### src/pdmc_defs.svh
// constants of the power-down mode controller: offsets, fields, reset values
`ifndef PDMC_DEFS_SVH
`define PDMC_DEFS_SVH
// register byte offsets, low address bits only
`define PDMC_A_SBY 8'h00
`define PDMC_A_LPW 8'h04
`define PDMC_A_TCS 8'h08
`define PDMC_A_MODULE_STOP_BIT 8'h0c
`define PDMC_A_STAT 8'h10
`define PDMC_AW 8
// field positions
`define PDMC_SBY_STANDBY_SELECT 7
`define PDMC_SBY_STS 4
`define PDMC_LPW_LOW_SPEED_ON 6
`define PDMC_TCS_PSS 4
`define PDMC_STAT_DIV 4
`define PDMC_STAT_BUSY 8
`define PDMC_MODULE_STOP_BIT_DTC 14
// reset values and masks
`define PDMC_MODULE_STOP_BIT_RST 16'h3fff
`define PDMC_MODULE_STOP_BIT_LIVE 16'h7bd8
`define PDMC_MODULE_STOP_BIT_NORET 16'h0ac0
`define PDMC_HW_STANDBY_PIN_LOSS 16'h08c0
`define PDMC_STS_RSV 3'h6
`define PDMC_STS_SHORT 3'h7
`define PDMC_DIV_MAX 3'h5
`endif

### src/pdmc_pkg.sv
// types shared by the power-down mode controller
package pdmc_pkg;
  typedef enum logic [2:0] {
    ST_RUN = 3'b000,
    ST_SLEEP = 3'b001,
    ST_SWSTBY = 3'b010,
    ST_SETTLE = 3'b011,
    ST_HWSTBY = 3'b100
  } pdmc_state_t;
endpackage : pdmc_pkg

### src/pdmc_clk_div.sv
// divider making the bus master clock enable pulse, phi/1 to phi/32
`timescale 1ns/1ps
module pdmc_clk_div #(
  parameter int WIDTH = 5
) (
  // clock and reset
  input wire logic clk,
  input wire logic nrst,
  // ratio select, 0 undivided, n divides by 2**n, at most by 2**WIDTH
  input wire logic [2:0] divSel,
  // enable pulse
  output logic divEn
);
  initial begin
    if (WIDTH < 5 || WIDTH > 7) $error("pdmc_clk_div: WIDTH out of range");
  end
  logic [WIDTH-1:0] cnt_reg;
  logic [WIDTH-1:0] mask;
  // mask of the low bits that must all be ones for a pulse
  assign mask = WIDTH'((1 << divSel) - 1);
  assign divEn = ((cnt_reg & mask) == mask);
  // free-running count; phase is not realigned on a ratio change
  always_ff @(posedge clk or negedge nrst) begin
    if (!nrst) begin
      cnt_reg <= '0;
    end else begin
      cnt_reg <= cnt_reg + 1'b1;
    end
  end
endmodule : pdmc_clk_div

### src/pdmc_settle_cnt.sv
// oscillation settling down-counter in undivided clock states
`timescale 1ns/1ps
module pdmc_settle_cnt #(
  parameter int CW = 19
) (
  // clock and reset
  input wire logic clk,
  input wire logic nrst,
  // start with a length
  input wire logic load,
  input wire logic [CW-1:0] loadVal,
  // status
  output logic busy,
  output logic done
);
  initial begin
    if (CW < 5) $error("pdmc_settle_cnt: CW too small");
  end
  logic [CW-1:0] cnt_reg;
  logic busy_reg;
  assign busy = busy_reg;
  assign done = busy_reg && (cnt_reg == '0);
  // done comes loadVal - 1 cycles after the load edge
  always_ff @(posedge clk or negedge nrst) begin
    if (!nrst) begin
      cnt_reg <= '0;
      busy_reg <= 1'b0;
    end else if (load) begin
      cnt_reg <= loadVal - 1'b1;
      busy_reg <= 1'b1;
    end else if (done) begin
      busy_reg <= 1'b0;
    end else if (busy_reg) begin
      cnt_reg <= cnt_reg - 1'b1;
    end
  end
endmodule : pdmc_settle_cnt

### src/pdmc_power_ctl.sv
// power-down mode controller: clock division, sleep, module stop, standby
`timescale 1ns/1ps
`include "pdmc_defs.svh"
module pdmc_power_ctl #(
  parameter int SETTLE_BASE = 8192,
  parameter int SETTLE_SHORT = 16,
  parameter int CW = 19
) (
  // clock and reset pin
  input wire logic clk,
  input wire logic nrst,
  // ahb-lite slave
  input wire logic hsel,
  input wire logic [31:0] haddr,
  input wire logic [1:0] htrans,
  input wire logic hwrite,
  input wire logic [2:0] hsize,
  input wire logic [31:0] hwdata,
  input wire logic hready,
  output logic hreadyout,
  output logic hresp,
  output logic [31:0] hrdata,
  // cpu and interrupt controller
  input wire logic sleepReq,
  input wire logic intDisable,
  input wire logic cpuMask,
  input wire logic irqReq,
  input wire logic nmiReq,
  input wire logic [2:0] extIrqReq,
  input wire logic [2:0] extIrqEn,
  input wire logic busCycleEnd,
  input wire logic dtcBusReq,
  // pins and watchdog
  input wire logic hwStandbyN,
  input wire logic wdtReset,
  // clock enables and oscillator
  output logic cpuClkEn,
  output logic dtcClkEn,
  output logic periphClkEn,
  output logic oscStop,
  // exception starts
  output logic intAccept,
  output logic resetExcStart,
  // peripheral controls
  output logic [15:0] moduleHalt,
  output logic [15:0] moduleClear,
  output logic [2:0] powerMode
);
  initial begin
    if (SETTLE_BASE < 1 || SETTLE_SHORT < 1) $error("pdmc: settle counts must be positive");
    if (longint'(SETTLE_BASE) * 32 >= (longint'(1) << CW)) $error("pdmc: CW too narrow");
    if (SETTLE_SHORT >= (1 << CW)) $error("pdmc: CW too narrow for short wait");
  end

  ////////////////////////////////////////////////////////////////////////////
  // settling length per code
  function automatic logic [CW-1:0] settleLen(input logic [2:0] code);
    logic [CW-1:0] base;
    base = CW'(SETTLE_BASE);
    if (code == `PDMC_STS_SHORT) begin
      settleLen = CW'(SETTLE_SHORT);
    end else if (code == `PDMC_STS_RSV) begin
      // reserved code takes the longest wait, safest for any oscillator
      settleLen = base << `PDMC_DIV_MAX;
    end else begin
      settleLen = base << code;
    end
  endfunction : settleLen

  ////////////////////////////////////////////////////////////////////////////
  // state and registers
  pdmc_pkg::pdmc_state_t state_reg;
  pdmc_pkg::pdmc_state_t stateNext;
  logic [2:0] divSel_reg;
  logic [2:0] stsSel_reg;
  logic standby_select_reg;
  logic low_speed_on_reg;
  logic pss_reg;
  logic [15:0] module_stop_bit_reg;
  logic [15:0] mstpNext;
  logic [2:0] activeDiv_reg;
  logic [15:0] halt_reg;
  logic [15:0] clear_reg;
  logic oscStop_reg;
  logic intAccept_reg;
  logic rstSeen_reg;
  logic resetExc_reg;
  logic wrPend_reg;
  logic [`PDMC_AW-1:0] wrAddr_reg;
  logic [31:0] hrdata_reg;
  // settling counter status; busy is read back through the status word
  logic settleBusy;
  logic settleDone;

  ////////////////////////////////////////////////////////////////////////////
  // bus decode
  logic addrPhase;
  logic rdPhase;
  logic [`PDMC_AW-1:0] aAddr;
  logic wrSby;
  logic wrLpw;
  logic wrTcs;
  logic wrMstp;
  logic [31:0] rdMux;
  assign addrPhase = hsel && htrans[1] && hready;
  assign rdPhase = addrPhase && !hwrite;
  assign aAddr = haddr[`PDMC_AW-1:0];
  assign wrSby = wrPend_reg && (wrAddr_reg == `PDMC_A_SBY);
  assign wrLpw = wrPend_reg && (wrAddr_reg == `PDMC_A_LPW);
  assign wrTcs = wrPend_reg && (wrAddr_reg == `PDMC_A_TCS);
  assign wrMstp = wrPend_reg && (wrAddr_reg == `PDMC_A_MODULE_STOP_BIT);
  // zero wait states, always okay
  assign hreadyout = 1'b1;
  assign hresp = 1'b0;
  assign hrdata = hrdata_reg;

  // read mux, unmapped offsets read zero
  always_comb begin
    rdMux = 32'h0000_0000;
    unique case (aAddr)
      `PDMC_A_SBY: begin
        rdMux[`PDMC_SBY_STANDBY_SELECT] = standby_select_reg;
        rdMux[`PDMC_SBY_STS +: 3] = stsSel_reg;
        rdMux[2:0] = divSel_reg;
      end
      `PDMC_A_LPW: rdMux[`PDMC_LPW_LOW_SPEED_ON] = low_speed_on_reg;
      `PDMC_A_TCS: rdMux[`PDMC_TCS_PSS] = pss_reg;
      `PDMC_A_MODULE_STOP_BIT: rdMux[15:0] = module_stop_bit_reg;
      `PDMC_A_STAT: begin
        rdMux[2:0] = state_reg;
        rdMux[`PDMC_STAT_DIV +: 3] = activeDiv_reg;
        rdMux[`PDMC_STAT_BUSY] = settleBusy;
      end
      default: rdMux = 32'h0000_0000;
    endcase
  end

  // address phase capture; read data latched at the address edge
  always_ff @(posedge clk or negedge nrst) begin
    if (!nrst) begin
      wrPend_reg <= 1'b0;
      wrAddr_reg <= '0;
      hrdata_reg <= 32'h0000_0000;
    end else begin
      wrPend_reg <= addrPhase && hwrite;
      wrAddr_reg <= aAddr;
      if (rdPhase) begin
        hrdata_reg <= rdMux;
      end
    end
  end

  ////////////////////////////////////////////////////////////////////////////
  // wake and entry conditions
  logic softClr;
  logic goSleep;
  logic goStby;
  logic sleepWake;
  logic extWake;
  logic stbyWake;
  logic settleLoad;
  logic divEn;
  // watchdog reset and hardware standby act as a reset of the block
  assign softClr = !hwStandbyN || wdtReset;
  assign goSleep = sleepReq && !standby_select_reg && !low_speed_on_reg;
  assign goStby = sleepReq && standby_select_reg && !low_speed_on_reg && !pss_reg;
  // nmi passes the cpu mask, other requests do not
  assign sleepWake = !intDisable && (nmiReq || (irqReq && !cpuMask));
  assign extWake = |(extIrqReq & extIrqEn) && !cpuMask;
  assign stbyWake = nmiReq || extWake;
  assign settleLoad = (state_reg == pdmc_pkg::ST_SWSTBY) && stbyWake && !softClr;

  ////////////////////////////////////////////////////////////////////////////
  // mode state machine
  always_comb begin
    stateNext = state_reg;
    unique case (state_reg)
      pdmc_pkg::ST_RUN: begin
        if (goSleep) begin
          stateNext = pdmc_pkg::ST_SLEEP;
        end else if (goStby) begin
          stateNext = pdmc_pkg::ST_SWSTBY;
        end
      end
      pdmc_pkg::ST_SLEEP: begin
        if (sleepWake) begin
          stateNext = pdmc_pkg::ST_RUN;
        end
      end
      pdmc_pkg::ST_SWSTBY: begin
        if (stbyWake) begin
          stateNext = pdmc_pkg::ST_SETTLE;
        end
      end
      pdmc_pkg::ST_SETTLE: begin
        if (settleDone) begin
          stateNext = pdmc_pkg::ST_RUN;
        end
      end
      // only the reset pin, or a watchdog reset once the standby pin is high, leaves hardware standby
      pdmc_pkg::ST_HWSTBY: stateNext = pdmc_pkg::ST_HWSTBY;
      default: stateNext = pdmc_pkg::ST_RUN;
    endcase
    if (!hwStandbyN) begin
      stateNext = pdmc_pkg::ST_HWSTBY;
    end else if (wdtReset) begin
      stateNext = pdmc_pkg::ST_RUN;
    end
  end

  // state, oscillator and exception pulses
  always_ff @(posedge clk or negedge nrst) begin
    if (!nrst) begin
      state_reg <= pdmc_pkg::ST_RUN;
      oscStop_reg <= 1'b0;
      intAccept_reg <= 1'b0;
    end else begin
      state_reg <= stateNext;
      oscStop_reg <= (stateNext == pdmc_pkg::ST_SWSTBY);
      intAccept_reg <= (stateNext == pdmc_pkg::ST_RUN) && !softClr &&
                       (state_reg == pdmc_pkg::ST_SLEEP || state_reg == pdmc_pkg::ST_SETTLE);
    end
  end

  // one pulse at the first edge after the reset pin is released
  always_ff @(posedge clk or negedge nrst) begin
    if (!nrst) begin
      rstSeen_reg <= 1'b0;
      resetExc_reg <= 1'b0;
    end else begin
      rstSeen_reg <= 1'b1;
      resetExc_reg <= !rstSeen_reg;
    end
  end

  ////////////////////////////////////////////////////////////////////////////
  // control registers
  // a pending transfer controller request stops its stop bit from rising
  always_comb begin
    mstpNext = hwdata[15:0];
    if (dtcBusReq && !module_stop_bit_reg[`PDMC_MODULE_STOP_BIT_DTC]) begin
      mstpNext[`PDMC_MODULE_STOP_BIT_DTC] = 1'b0;
    end
  end

  always_ff @(posedge clk or negedge nrst) begin
    if (!nrst) begin
      divSel_reg <= 3'h0;
      stsSel_reg <= 3'h0;
      standby_select_reg <= 1'b0;
      low_speed_on_reg <= 1'b0;
      pss_reg <= 1'b0;
      module_stop_bit_reg <= `PDMC_MODULE_STOP_BIT_RST;
    end else if (softClr) begin
      divSel_reg <= 3'h0;
      stsSel_reg <= 3'h0;
      standby_select_reg <= 1'b0;
      low_speed_on_reg <= 1'b0;
      pss_reg <= 1'b0;
      module_stop_bit_reg <= `PDMC_MODULE_STOP_BIT_RST;
    end else begin
      if (wrSby) begin
        divSel_reg <= hwdata[2:0];
        stsSel_reg <= hwdata[`PDMC_SBY_STS +: 3];
        standby_select_reg <= hwdata[`PDMC_SBY_STANDBY_SELECT];
      end
      if (wrLpw) begin
        low_speed_on_reg <= hwdata[`PDMC_LPW_LOW_SPEED_ON];
      end
      if (wrTcs) begin
        pss_reg <= hwdata[`PDMC_TCS_PSS];
      end
      if (wrMstp) begin
        module_stop_bit_reg <= mstpNext;
      end
    end
  end

  ////////////////////////////////////////////////////////////////////////////
  // division and module stop, applied at bus cycle boundaries
  logic [2:0] divClamp;
  logic [15:0] haltNext;
  // ratios beyond phi/32 are not defined; clamp rather than stall the cpu
  assign divClamp = (divSel_reg > `PDMC_DIV_MAX) ? `PDMC_DIV_MAX : divSel_reg;
  assign haltNext = softClr ? (`PDMC_MODULE_STOP_BIT_RST & `PDMC_MODULE_STOP_BIT_LIVE)
                            : (module_stop_bit_reg & `PDMC_MODULE_STOP_BIT_LIVE);

  // sleep and software standby leave the ratio untouched so it is restored on wake; hardware standby clears it
  always_ff @(posedge clk or negedge nrst) begin
    if (!nrst) begin
      activeDiv_reg <= 3'h0;
    end else if (softClr) begin
      activeDiv_reg <= 3'h0;
    end else if (busCycleEnd && state_reg == pdmc_pkg::ST_RUN) begin
      activeDiv_reg <= divClamp;
    end
  end

  // stop bits act at the end of the bus cycle; unit clears for lost state
  always_ff @(posedge clk or negedge nrst) begin
    if (!nrst) begin
      halt_reg <= `PDMC_MODULE_STOP_BIT_RST & `PDMC_MODULE_STOP_BIT_LIVE;
      clear_reg <= `PDMC_MODULE_STOP_BIT_NORET;
    end else begin
      if (busCycleEnd || softClr) begin
        halt_reg <= haltNext;
      end
      clear_reg <= ((busCycleEnd || softClr ? haltNext : halt_reg) & `PDMC_MODULE_STOP_BIT_NORET) |
                   ((stateNext == pdmc_pkg::ST_SWSTBY) ? `PDMC_HW_STANDBY_PIN_LOSS : 16'h0000);
    end
  end

  ////////////////////////////////////////////////////////////////////////////
  // clock enables
  pdmc_clk_div #(.WIDTH(5)) u_div (
    .clk(clk),
    .nrst(nrst),
    .divSel(activeDiv_reg),
    .divEn(divEn)
  );

  pdmc_settle_cnt #(.CW(CW)) u_settle (
    .clk(clk),
    .nrst(nrst),
    .load(settleLoad),
    .loadVal(settleLen(stsSel_reg)),
    .busy(settleBusy),
    .done(settleDone)
  );

  // every bus master state is one divided clock, so accesses stretch with it
  assign cpuClkEn = (state_reg == pdmc_pkg::ST_RUN) && divEn;
  assign dtcClkEn = cpuClkEn && !halt_reg[`PDMC_MODULE_STOP_BIT_DTC];
  assign periphClkEn = (state_reg == pdmc_pkg::ST_RUN) ||
                       (state_reg == pdmc_pkg::ST_SLEEP);
  assign oscStop = oscStop_reg;
  assign intAccept = intAccept_reg;
  assign resetExcStart = resetExc_reg;
  assign moduleHalt = halt_reg;
  assign moduleClear = clear_reg;
  assign powerMode = state_reg;

  logic dtcSetClash;
  assign dtcSetClash = wrMstp && hwdata[`PDMC_MODULE_STOP_BIT_DTC] && dtcBusReq && !module_stop_bit_reg[`PDMC_MODULE_STOP_BIT_DTC];

  // cycles spent in settling; a counter keeps the check valid for any short length
  logic [CW-1:0] settleAge_reg;
  always_ff @(posedge clk or negedge nrst) begin
    if (!nrst) begin
      settleAge_reg <= '0;
    end else if (state_reg != pdmc_pkg::ST_SETTLE) begin
      settleAge_reg <= '0;
    end else begin
      settleAge_reg <= settleAge_reg + 1'b1;
    end
  end
endmodule : pdmc_power_ctl

### config.mk
export PLATFORM = sky130hd
export DESIGN_NAME = pdmc_power_ctl
export DESIGN_NICKNAME = d
export VERILOG_FILES = /design/src/pdmc_pkg.sv /design/src/pdmc_clk_div.sv /design/src/pdmc_settle_cnt.sv /design/src/pdmc_power_ctl.sv
export VERILOG_INCLUDE_DIRS = /design/src
export SDC_FILE = /design/constraint.sdc
export NUM_CORES = 1
export LEC_CHECK = 0
export BUFFER_PORTS_ARGS = -buffer_cell sky130_fd_sc_hd__buf_2
export CORE_ASPECT_RATIO = 0.6
export CORE_UTILIZATION = 39
export CTS_BUF_LIST = sky130_fd_sc_hd__clkbuf_4 sky130_fd_sc_hd__clkbuf_8
export DETAILED_ROUTE_END_ITERATION = 12
export PLACE_DENSITY = 0.65
export SYNTH_ARGS = -nofsm -noshare
export SYNTH_HDL_FRONTEND = slang
export SYNTH_SLANG_ARGS = --single-unit
### constraint.sdc
create_clock -name clk -period 3.15 [get_ports clk]
set_clock_uncertainty 0.1 [all_clocks]
set_input_delay 0.1575 -clock clk [delete_from_list [all_inputs] [get_ports clk]]
set_output_delay 0.1575 -clock clk [all_outputs]
set_load 0.02 [all_outputs]
# After elaboration in Yosys (flattened, before gate mapping)
# Cells that the tools add are included.
[word_totals] in_bits=89 romBits=0 register_bits=112 n_memories=0 ram_bits=0 out_inout_bits=75 word_cells=145 latchBits=0
[classes] shifts=2 mul=0 add_sub_neg=4 order_cmp=1 n_mux=42 eq_ne=16 reduce_logical=56 div_mod_pow=0 bitwise=3
[ops] operator="$mux W19" count=5
[ops] operator="$mux W3" count=14
[ops] operator="$sub A19 B1 Y19 const B" count=2
[ops] operator="$eq A8 B4 Y1 const B" count=4
[ops] operator="$mux W16" count=2
[ops] operator="$logic_and A1 B1 Y1" count=25
[ops] operator="$mux W12" count=2
[ops] operator="$logic_not A19 Y1" count=1
[ops] operator="$shl A14 B3 Y19 const A" count=1
[ops] operator="$eq A8 B3 Y1 const B" count=2
[ops] operator="$logic_not A8 Y1" count=2
[ops] operator="$mux W15" count=1
[ops] operator="$pmux W3 S5" count=1
[ops] operator="$reduce_bool A2 Y1" count=7
[ops] operator="$or A12 B12 Y12" count=1
[ops] operator="$logic_not A1 Y1" count=11
[ops] operator="$mux W1" count=10
[ops] operator="$eq A3 B2 Y1 const B" count=3
[ops] operator="$eq A3 B3 Y1 const B" count=3
[ops] operator="$pmux W3 S3" count=1
[ops] operator="$eq A8 B5 Y1 const B" count=1
[ops] operator="$pmux W1 S4" count=2
[ops] operator="$mux W7" count=1
[ops] operator="$logic_not A3 Y1" count=2
[ops] operator="14 further kinds" count=20

# Longest topological paths before layout
# Gate-level depths: netlist of the first run.
[depth] word_depth=11 mapped_depth=11 depth_no_buf=10

# Modules after synthesis
# Synthesis of the first run repeated with hierarchy kept, for this count alone.
[hier_totals] cells_unflattened=537 hier_area_um2=5439.0
[modules_own_cells] mod="pdmc_power_ctl" cells_per_inst=338 instances=1 area_each_um2=3557.2 seq_area_each_um2=1859.3
[modules_own_cells] mod="pdmc_settle_cnt" cells_per_inst=180 instances=1 area_each_um2=1659.1 seq_area_each_um2=500.5
[modules_own_cells] mod="pdmc_clk_div" cells_per_inst=19 instances=1 area_each_um2=222.7 seq_area_each_um2=125.1

# Worst setup path before layout of the first run
# No wires, ideal clock.
[synth_timing] path_kind="reg-to-reg" startpoint="reg state_reg[2], in the netlist powerMode[2]" endpoint="reg u_settle.cnt_reg[16]" synth_period_minus_slack_ns=3.095 required_time_ns=2.932 setup_ns=0.118 arrival_ns=2.877 setup_slack_ns=0.055 stages_incl_launch_ff=12 path_buffers=1 cell_sequence="dfrtp_1 nand2b_1 a2111oi_2 nand2_2 clkbuf_1 nand2_1 ha_1 nor3b_4 nand4_2 a2111oi_2 xor2_1 a21o_1"
[synth_between] elab_chain_cells=5 word_cells_on_any_way=7 classes_between="eq/ne: 2; mux: 1; reduce/logical: 4"
[synth_rtl] item="start, declared" line="pdmc_power_ctl.sv:72" rtl="pdmc_pkg::pdmc_state_t state_reg;"
[synth_rtl] item="start signal, assigned" line="pdmc_power_ctl.sv:214" rtl="state_reg <= pdmc_pkg::ST_RUN;"
[synth_rtl] item="start signal, assigned" line="pdmc_power_ctl.sv:218" rtl="state_reg <= stateNext;"
[synth_rtl] item="$eq A3 B2 Y1 (*)" line="pdmc_power_ctl.sv:171" rtl="assign settleLoad = (state_reg == pdmc_pkg::ST_SWSTBY) && stbyWake && !softClr;"
[synth_rtl] item="$logic_and A1 B1 Y1 (*) (2 in a row)" line="pdmc_power_ctl.sv:171"
[synth_rtl] item="$ne A2 B1 Y1 (no source line) / $reduce_bool A2 Y1 (equally long branches)"
[synth_rtl] item="$reduce_and A2 Y1 (no source line)"
[synth_rtl] item="end signal, assigned" line="pdmc_settle_cnt.sv:29" rtl="cnt_reg <= loadVal - 1'b1;"
[synth_rtl] item="end signal, assigned" line="pdmc_settle_cnt.sv:34" rtl="cnt_reg <= cnt_reg - 1'b1;"
[synth_rtl] item="end, declared" line="pdmc_settle_cnt.sv:19" rtl="logic [CW-1:0] cnt_reg;"
# Every way passes the cells marked *; elsewhere a longest branch is shown, timed or not.
# A chain may end at the register's enable or synchronous reset.

# Final worst setup path of the first run
# Ends and elaborated chain as after synthesis.

==> results of run 1 <==
==> kinds of logic (layout without fill, tap and decap cells) <==
family	Yosys count	count (layout)	synth area share
and+or+nand+nor	205	205	0.209
DFF	98	98	0.497
AOI/OAI and AO/OA	81	81	0.106
buffers and inverters	71	154	0.0853
muxes	28	28	0.0571
xor gates and xnor gates	22	22	0.0385
adders and majority gates	2	2	0.00500
other	2	37	0.00150
==> critical path, delay by kind of cell (launching register included) <==
family          cells  cell delay, ns
fa+ha+maj           1            0.17
compound gates      3            0.91
buf+inv             1            0.19
flops               1            0.39
xor+xnor            1            0.11
simple gates        5            0.93
==> power groups by stage <==
stage          Sequential (W)  Clock, W  Combinational (W)
3_3_place_gp          0.00144         0           0.000381
2_1_floorplan         0.00143         0           0.000292
3_5_place_dp          0.00144         0           0.000390
6_report              0.00142  0.000980           0.000419
4_1_cts               0.00142  0.000998           0.000420
5_1_grt               0.00143   0.00105           0.000464
==> worst min path at each step <==
stage / to / slack [ns] / depth (start not counted)
global route: module_stop_bit_reg[14] / 0.05 / 3
finish: module_stop_bit_reg[14] / 0.07 / 3
floorplan: activeDiv_reg[0] / -0.24 / 0
CTS: module_stop_bit_reg[14] / 0.06 / 3
global placement: u_settle.cnt_reg[9] / 0.05 / 1
detailed placement: u_settle.cnt_reg[10] / 0.05 / 1
==> layout by cell type (no fill, tap or decap), drive strengths merged, types with 3 or more instances in the layout <==
cell and instances:
a22oi 6, conb 37, and3 3, mux2i 24, nand2b 3, buf 97
xnor2 17, a211oi 5, xor2 5, a21oi 33, or3 5, nand3 30
nor3 7, dlygate4sd3 29, inv 12, o21ai 18, mux2 4, nor2 43
nand2 80, nand4 6, a2111oi 3, nor2b 6, clkbuf 11, dfrtp 72
bufinv 3, nor4 7, dfstp 26
==> metrics by stage <==
step	util	worst slack (ns)	hold slack (ns)
finish	0.491	0.252	0.0709
floorplan	-	0.0546	-0.238
CTS	0.491	0.252	0.0600
detailed placement	0.447	0.274	0.0476
global placement	0.447	0.335	0.0454
global route	0.491	0.0295	0.0544
==> per-layer routing <==
| layer | track usage | up-vias |
|---|---|---|
| li1 | - | 1906 |
| met1 | 0.297 | 1908 |
| met3 | 0.0497 | 8 |
| met2 | 0.264 | 160 |
| met5 | 0 | - |
| met4 | 0.0387 | 0 |
==> what timing repair did <==
item | CTS | global route
hold endpoints to repair | 67 | 0
resized for setup | 0 | 0
hold buffers | 29 | 0
==> layout make-up <==
class	count	area [µm²]
Clock buffer	11	139
Clock inverter	5	103
Fill cell	1170	6240
Inverter	12	45.0
Multi-Input combinational cell	375	2220
Sequential cell	98	2480
Tap cell	165	206
Timing Repair Buffer	126	813
==> metrics, run 1 <==
DRT antenna net count 0; largest net degree at the start of global routing 36; Synth Cell Area 5000 µm²; RSZ-0062 raised after global routing false; ranking of synthesized cells by area dfrtp_1, dfstp_2, buf_4, nand2_1, mux2i_1; share of cells above drive strength 1 0.255; max cap viols 0; Max stage delay on crit path 0.44 ns; post-DP HPWL 9060 µm; Internal Power 0.00205 W; Sw Pwr 0.000770 W; Synth top area share 0.360; core area 12,300 µm²; Critical Path Most Common Cell a2111oi_2; Critical Path AT 3.06 ns; routability cong. 0.855; Vias 3,982; I/O Buffers 83; Pwr Total 0.00282 W; first drt pass iteration count 5; commonest cells in the netlist nand2_1, dfrtp_1, nor2_1; Met2 Wirelength 5050 µm; Max VDD drop 0.273 mV; initial DRC count 272; clk slew on worst S/H paths 0.10 ns; Initial Util 0.408; CP Max Fanout 14; register share of total power 0.504; Period minus WS final 2.90 ns; clock network power share 0.348; Lkg Pwr 2.72 nW; CTS tree built; Final Setup Violations 0; Worst Max-Slew Pin Slew 0.706 ns; switch share 0.273; die height 89.7 µm; FF+latch count, synth 98; min-delay src dtcBusReq; Post-route DRC 0; vias in the first global route 3,723; Crit Path Class flop to flop; post-route cell area 6010 µm²; n_diodes 0; first-pass GRT wire length 19,900 µm; crit end category flop; CP Launch Point powerMode[2]; Layout area overhead 20.3%; H-tree levels 3; total negative slack 0 ns; Hold Path Class input port to flop; mean area per synthesized cell 9.82 µm²; worst path cell trace nand2b_1 -> a2111oi_2 -> buf_4 -> nand2_2 -> nand2_1 -> ha_1 -> nor3b_4 -> nand4_2 -> a2111oi_2 -> xor2_1 -> a21o_1; Total Wirelength 12,400 µm; Placed Area 5480 µm²; Critical Path RT 3.31 ns; period utilisation layout 0.920; Synth area leader dfrtp_1; synth unique cells 62; post-CTS setup repair buffer count 0; Routed WL per cell 15.7 µm; most common cell in the netlist nand2_1; max-slew violation count 0; Synth warnings 0; chip width 148 µm; clk buf depth 2; GRT Total Usage 0.192; sequential share of the synthesized area 0.497; I/O pins 164; startpoint types flop; Slowest cell on crit path a2111oi_2; r2r startpoint powerMode[2]; post-route non-filler standard cell count 792; max reg flops 19; clk root buf clkbuf_8; reg-to-reg slack, setup 0.25 ns; max_slew headroom 0.529; Combinational Power Share 0.149; cell count after synthesis 509; met3 WL 908 µm; Worst-Skew Late Latency 0.36 ns; placed cells 747; Synth Flop Type dfrtp_1; DRT met1 WL 6350 µm; Post-synth EDFFs 0; status finished, final reports clean; gr ovfl total 0; Hold Vio Cnt, Final 0; asr flop ratio synth 1.00; reg-to-reg critical path endpoint u_settle.cnt_reg[16]; Setup crit end u_settle.cnt_reg[16]; pwr dens 469 nW/µm²; f_max 345 MHz; die area 13,300 µm²; vias per cell 5.03; top routing layer used met4; fin nets 713; Worst R2R Path Depth 11; clk sink count 98; std cell rows 31; antenna violations before repair 0; Inserted Clock Buffers 9
Power figures use the tool's default switching activity.
==> inputs of run 2 (changes only) <==
CTS_CLUSTER_SIZE = 14   (was not set)
PLACE_DENSITY = 0.62   (was 0.65)
clock period = 3.6 ns   (was 3.15 ns; I/O delays follow)
==> run 2 against run 1 <==
Routed wire length is 3.0% lower. Die area stayed put. First-iteration DRC count is 38% higher. Critical endpoint unchanged. Sequential share of layout area is 0.58 points higher. Final area is 1.4% lower. Global-route usage is 0.32 points lower. Cell count is 0.51% lower.
==> metrics, run 2 (synthesis gave the netlist of run 1 again) <==
Post-CTS Hold Buffers 29 (unchanged); clk sink count 98 (unchanged); Final Setup Violations 0 (unchanged); die height 89.7 µm (unchanged); I/O Buffers 83 (unchanged); Period minus WS final 3.00 ns (+0.104 ns); RSZ-0062 raised after global routing false; max_slew headroom 0.468 (-0.0617); H-tree levels 3 (unchanged); post-DP HPWL 8850 µm (-2.4%); n_diodes 0 (unchanged); Hold Path Class input port to flop; pwr dens 386 nW/µm² (-18%); Pwr Total 0.00229 W (-19%); crit end category flop; die area 13,300 µm² (unchanged); initial DRC count 374 (+38%); CTS tree built; startpoint types flop; clk buf depth 2 (unchanged); Worst-Skew Late Latency 0.37 ns (about the same); first drt pass iteration count 5 (unchanged); Initial Util 0.408 (unchanged); vias in the first global route 3,685 (-1.0%); Critical Path RT 3.77 ns (+0.46 ns); Setup crit end u_settle.cnt_reg[16]; post-route non-filler standard cell count 788 (-0.51%); post_cts resized 0 (unchanged); Critical Path AT 3.18 ns (+0.12 ns); Routed WL per cell 15.3 µm (-2.5%); Worst Max-Slew Pin Slew 0.796 ns (+0.0896 ns); Worst R2R Path Depth 11 (unchanged); largest net degree at the start of global routing 40 (+11%); most common cell after layout, fill and taps aside buf_2; Crit Path Class flop to flop; fillers 1,173 (+0.26%); gr ovfl total 0 (unchanged); Post-route DRC 0 (unchanged); CP Launch Point powerMode[2]; hold slack 0.0735 ns (+0.00262 ns); Inserted Clock Buffers 9 (unchanged); reg-to-reg critical path endpoint u_settle.cnt_reg[16]; Total Wirelength 12,000 µm (-3.0%); Max VDD drop 0.172 mV (-37%); status finished, final reports clean; most frequent cells in the layout buf_2, nand2_1, dfrtp_1; DRT antenna net count 0 (unchanged); period utilisation layout 0.834 (-0.0861); Hold Vio Cnt, Final 0 (unchanged); core area 12,300 µm² (unchanged); GRT Total Usage 0.188 (-0.00319); total negative slack 0 ns (unchanged); routability cong. 0.853 (-0.26%); max-slew violation count 0 (unchanged); share of cells above drive strength 1 0.250 (-0.00478); Vias 4,010 (+0.70%); max reg flops 19 (unchanged); clk root buf clkbuf_8; std cell rows 31 (unchanged); clk slew on worst S/H paths 0.10 ns (about the same); max cap viols 0 (unchanged); antenna violations before repair 0 (unchanged); post-CTS setup repair buffer count 0 (unchanged); r2r startpoint powerMode[2]; f_max 333 MHz (-3.5%); CP Max Fanout 7 (-7); fin nets 709 (-0.56%); first-pass GRT wire length 19,400 µm (-2.4%); placed cells 743 (-0.54%); Lkg Pwr 2.67 nW (-1.8%); chip width 148 µm (unchanged); vias per cell 5.09 (+1.2%); I/O pins 164 (unchanged); reg-to-reg slack, setup 0.60 ns (+0.35 ns); Layout area overhead 18.6%
-- run 2: worst min-delay path by stage --
stage	from	end	slack [ns]	cells past startpoint
2_1_floorplan	nrst	activeDiv_reg[0]	-0.22	0
3_3_place_gp	nrst	hrdata[7]	0.08	1
3_5_place_dp	nrst	activeDiv_reg[2]	0.09	1
4_1_cts	dtcBusReq	module_stop_bit_reg[14]	0.06	3
5_1_grt	dtcBusReq	module_stop_bit_reg[14]	0.07	3
6_report	dtcBusReq	module_stop_bit_reg[14]	0.07	3
-- run 2: metal layers --
| metal | global-route usage | vias up | routed length (µm) |
|---|---|---|---|
| met3 | 0.0477 | 8 | 837 |
| met4 | 0.0421 | 0 | 93 |
| li1 | - | 1899 | - |
| met1 | 0.296 | 1929 | 6190 |
| met2 | 0.254 | 174 | 4910 |
| met5 | 0 | - | 0 |
-- run 2: layout make-up --
class	count	area, µm²	share of cell area
Tap cell	165	206	0.0348
Clock inverter	6	50.0	0.00844
Inverter	12	45.0	0.00760
Timing Repair Buffer	122	783	0.132
Clock buffer	10	138	0.0232
Sequential cell	98	2480	0.419
Multi-Input combinational cell	375	2220	0.375
-- run 2: stage by stage --
step	worst slack, ns	util	cell area [µm²]
after global routing	0.313	0.484	5930
after detailed placement	0.605	0.445	5450
after global placement	0.718	0.445	5450
final	0.598	0.484	5930
after CTS	0.585	0.484	5930
after floorplan	0.505	-	5130
-- run 2: report_power, final --
part	switching, W	internal, W
registers	0.0000871	0.00116
logic	0.000208	0.000152
clock network	0.000404	0.000279
-- run 2: critical path: stages (launching register included) --
cell and delay (ns):
dfrtp_1 0.45, nand2b_1 0.19, a2111oi_2 0.29, buf_4 0.19, nand2_2 0.07, nand2_1 0.08, ha_1 0.16, nor3b_4 0.34
nand4_2 0.25, a2111oi_2 0.45, xor2_1 0.12, a21o_1 0.19
==> inputs of run 3 (changes only) <==
clock period = 2.8 ns   (was 3.6 ns; I/O delays follow)
==> run 3 against run 2 <==
Sequential cell count unchanged. Clock power up 33%. Sequential power up 28%. Critical path depth stayed put. Highest routed layer unchanged. Largest cell class unchanged. Via count decreased by 0.72%.
==> metrics, run 3 (synthesis gave the netlist of run 1 again) <==
status finished, final reports clean; most frequent cells in the layout buf_2, nand2_1, dfrtp_1; share of cells above drive strength 1 0.267 (+0.0170); core area 12,300 µm² (unchanged); Layout area overhead 21.1%; std cell rows 31 (unchanged); fin nets 718 (+1.3%); CP Max Fanout 5 (-2); Pwr Total 0.00299 W (+31%); Lkg Pwr 2.73 nW (+2.2%); Critical Path RT 2.94 ns (-0.83 ns); vias in the first global route 3,759 (+2.0%); I/O Buffers 83 (unchanged); Initial Util 0.408 (unchanged); routability cong. 0.865 (+1.4%); crit end category flop; period utilisation layout 0.952 (+0.118); max_slew headroom 0.515 (+0.0478); clk sink count 98 (unchanged); chip width 148 µm (unchanged); initial DRC count 194 (-48%); vias per cell 4.99 (-1.8%); Critical Path AT 2.81 ns (-0.37 ns); CTS tree built; Crit Path Class flop to flop; antenna violations before repair 0 (unchanged); max cap viols 0 (unchanged); Final Setup Violations 0 (unchanged); clk root buf clkbuf_8; Post-route DRC 0 (unchanged); I/O pins 164 (unchanged); first-pass GRT wire length 19,600 µm (+0.96%); f_max 375 MHz (+13%); Total Wirelength 12,200 µm (+1.8%); Period minus WS final 2.67 ns (-0.336 ns); pwr dens 494 nW/µm² (+28%); hold slack 0.0500 ns (-0.0235 ns); Vias 3,981 (-0.72%); Max VDD drop 0.243 mV (+41%); die area 13,300 µm² (unchanged); max reg flops 19 (unchanged); H-tree levels 3 (unchanged); n_diodes 0 (unchanged); startpoint types flop; post-DP HPWL 8930 µm (+0.94%); clk slew on worst S/H paths 0.10 ns (about the same); most common cell after layout, fill and taps aside buf_2; clk buf depth 2 (unchanged); Worst Max-Slew Pin Slew 0.727 ns (-0.0688 ns); placed cells 749 (+0.81%); gr ovfl total 0 (unchanged); max-slew violation count 0 (unchanged); Worst-Skew Late Latency 0.36 ns (about the same); DRT antenna net count 0 (unchanged); Hold Vio Cnt, Final 0 (unchanged); largest net degree at the start of global routing 51 (+28%); first drt pass iteration count 5 (unchanged); Inserted Clock Buffers 9 (unchanged); Routed WL per cell 15.4 µm (+0.69%); die height 89.7 µm (unchanged); GRT Total Usage 0.191 (+0.00223); total negative slack 0 ns (unchanged); Hold Path Class input port to flop; post-route non-filler standard cell count 797 (+1.1%)
## run 3: report_power, final
| group | total (W) | internal (W) | switching, W |
|---|---|---|---|
| Clock | 0.000907 | 0.000386 | 0.000521 |
| Combinational | 0.000484 | 0.000204 | 0.000280 |
| Sequential | 0.00160 | 0.00149 | 0.000111 |
## run 3: timing repair
item / in CTS / in global routing
resized for setup: 0 / 1
hold buffers: 29 / 0
endpoints found under the setup margin: 0 / 2
buffers inserted: 0 / 3
endpoints found under the hold margin: 75 / 0
## run 3: cell type report
| cell class | instances | area (µm²) |
|---|---|---|
| clock buffer | 11 | 151 |
| multi-input combinational | 375 | 2270 |
| tap | 165 | 206 |
| clock inverter | 5 | 45.0 |
| sequential | 98 | 2490 |
| timing repair buffer | 131 | 851 |
| inverter | 12 | 45.0 |
| fill | 1168 | 6200 |
## run 3: path summary, 6_finish.rpt
kind	start	endpoint	slack [ns]	cells past startpoint
min	dtcBusReq	module_stop_bit_reg[14]	0.05	3
min in group asynchronous	nrst	u_settle.cnt_reg[10]	0.23	2
max in group asynchronous	nrst	module_stop_bit_reg[0]	1.60	3
max reg2reg	powerMode[2]	u_settle.cnt_reg[12]	0.13	11
max	powerMode[2]	u_settle.cnt_reg[12]	0.13	11
min reg2reg	rstSeen_reg	resetExcStart	0.30	1
## run 3: critical path: stages, from the launching register on
cell and delay, ns:
dfrtp_2 0.41, nand2b_4 0.14, a2111oi_4 0.41, nand2_2 0.12
nand2_1 0.09, ha_1 0.16, nor3b_4 0.34, buf_4 0.18
nand4_1 0.10, a211oi_2 0.26, xnor2_1 0.15, a21oi_1 0.09
## run 3: layer usage
| metal | track usage | wire length, µm | vias up |
|---|---|---|---|
| met1 | 0.293 | 6390 | 1911 |
| met5 | 0 | 0 | - |
| met2 | 0.264 | 4990 | 147 |
| met3 | 0.0503 | 771 | 9 |
| li1 | - | - | 1914 |
| met4 | 0.0387 | 93 | 0 |
## run 3: through the flow
step                area (µm²)  setup WS (ns)   util
detailed placement        5540          0.131  0.452
CTS                       6030          0.106  0.492
global placement          5540          0.185  0.452
floorplan                 5180         0.0152      -
global route              6050        -0.0259  0.494
finish                    6050          0.134  0.494
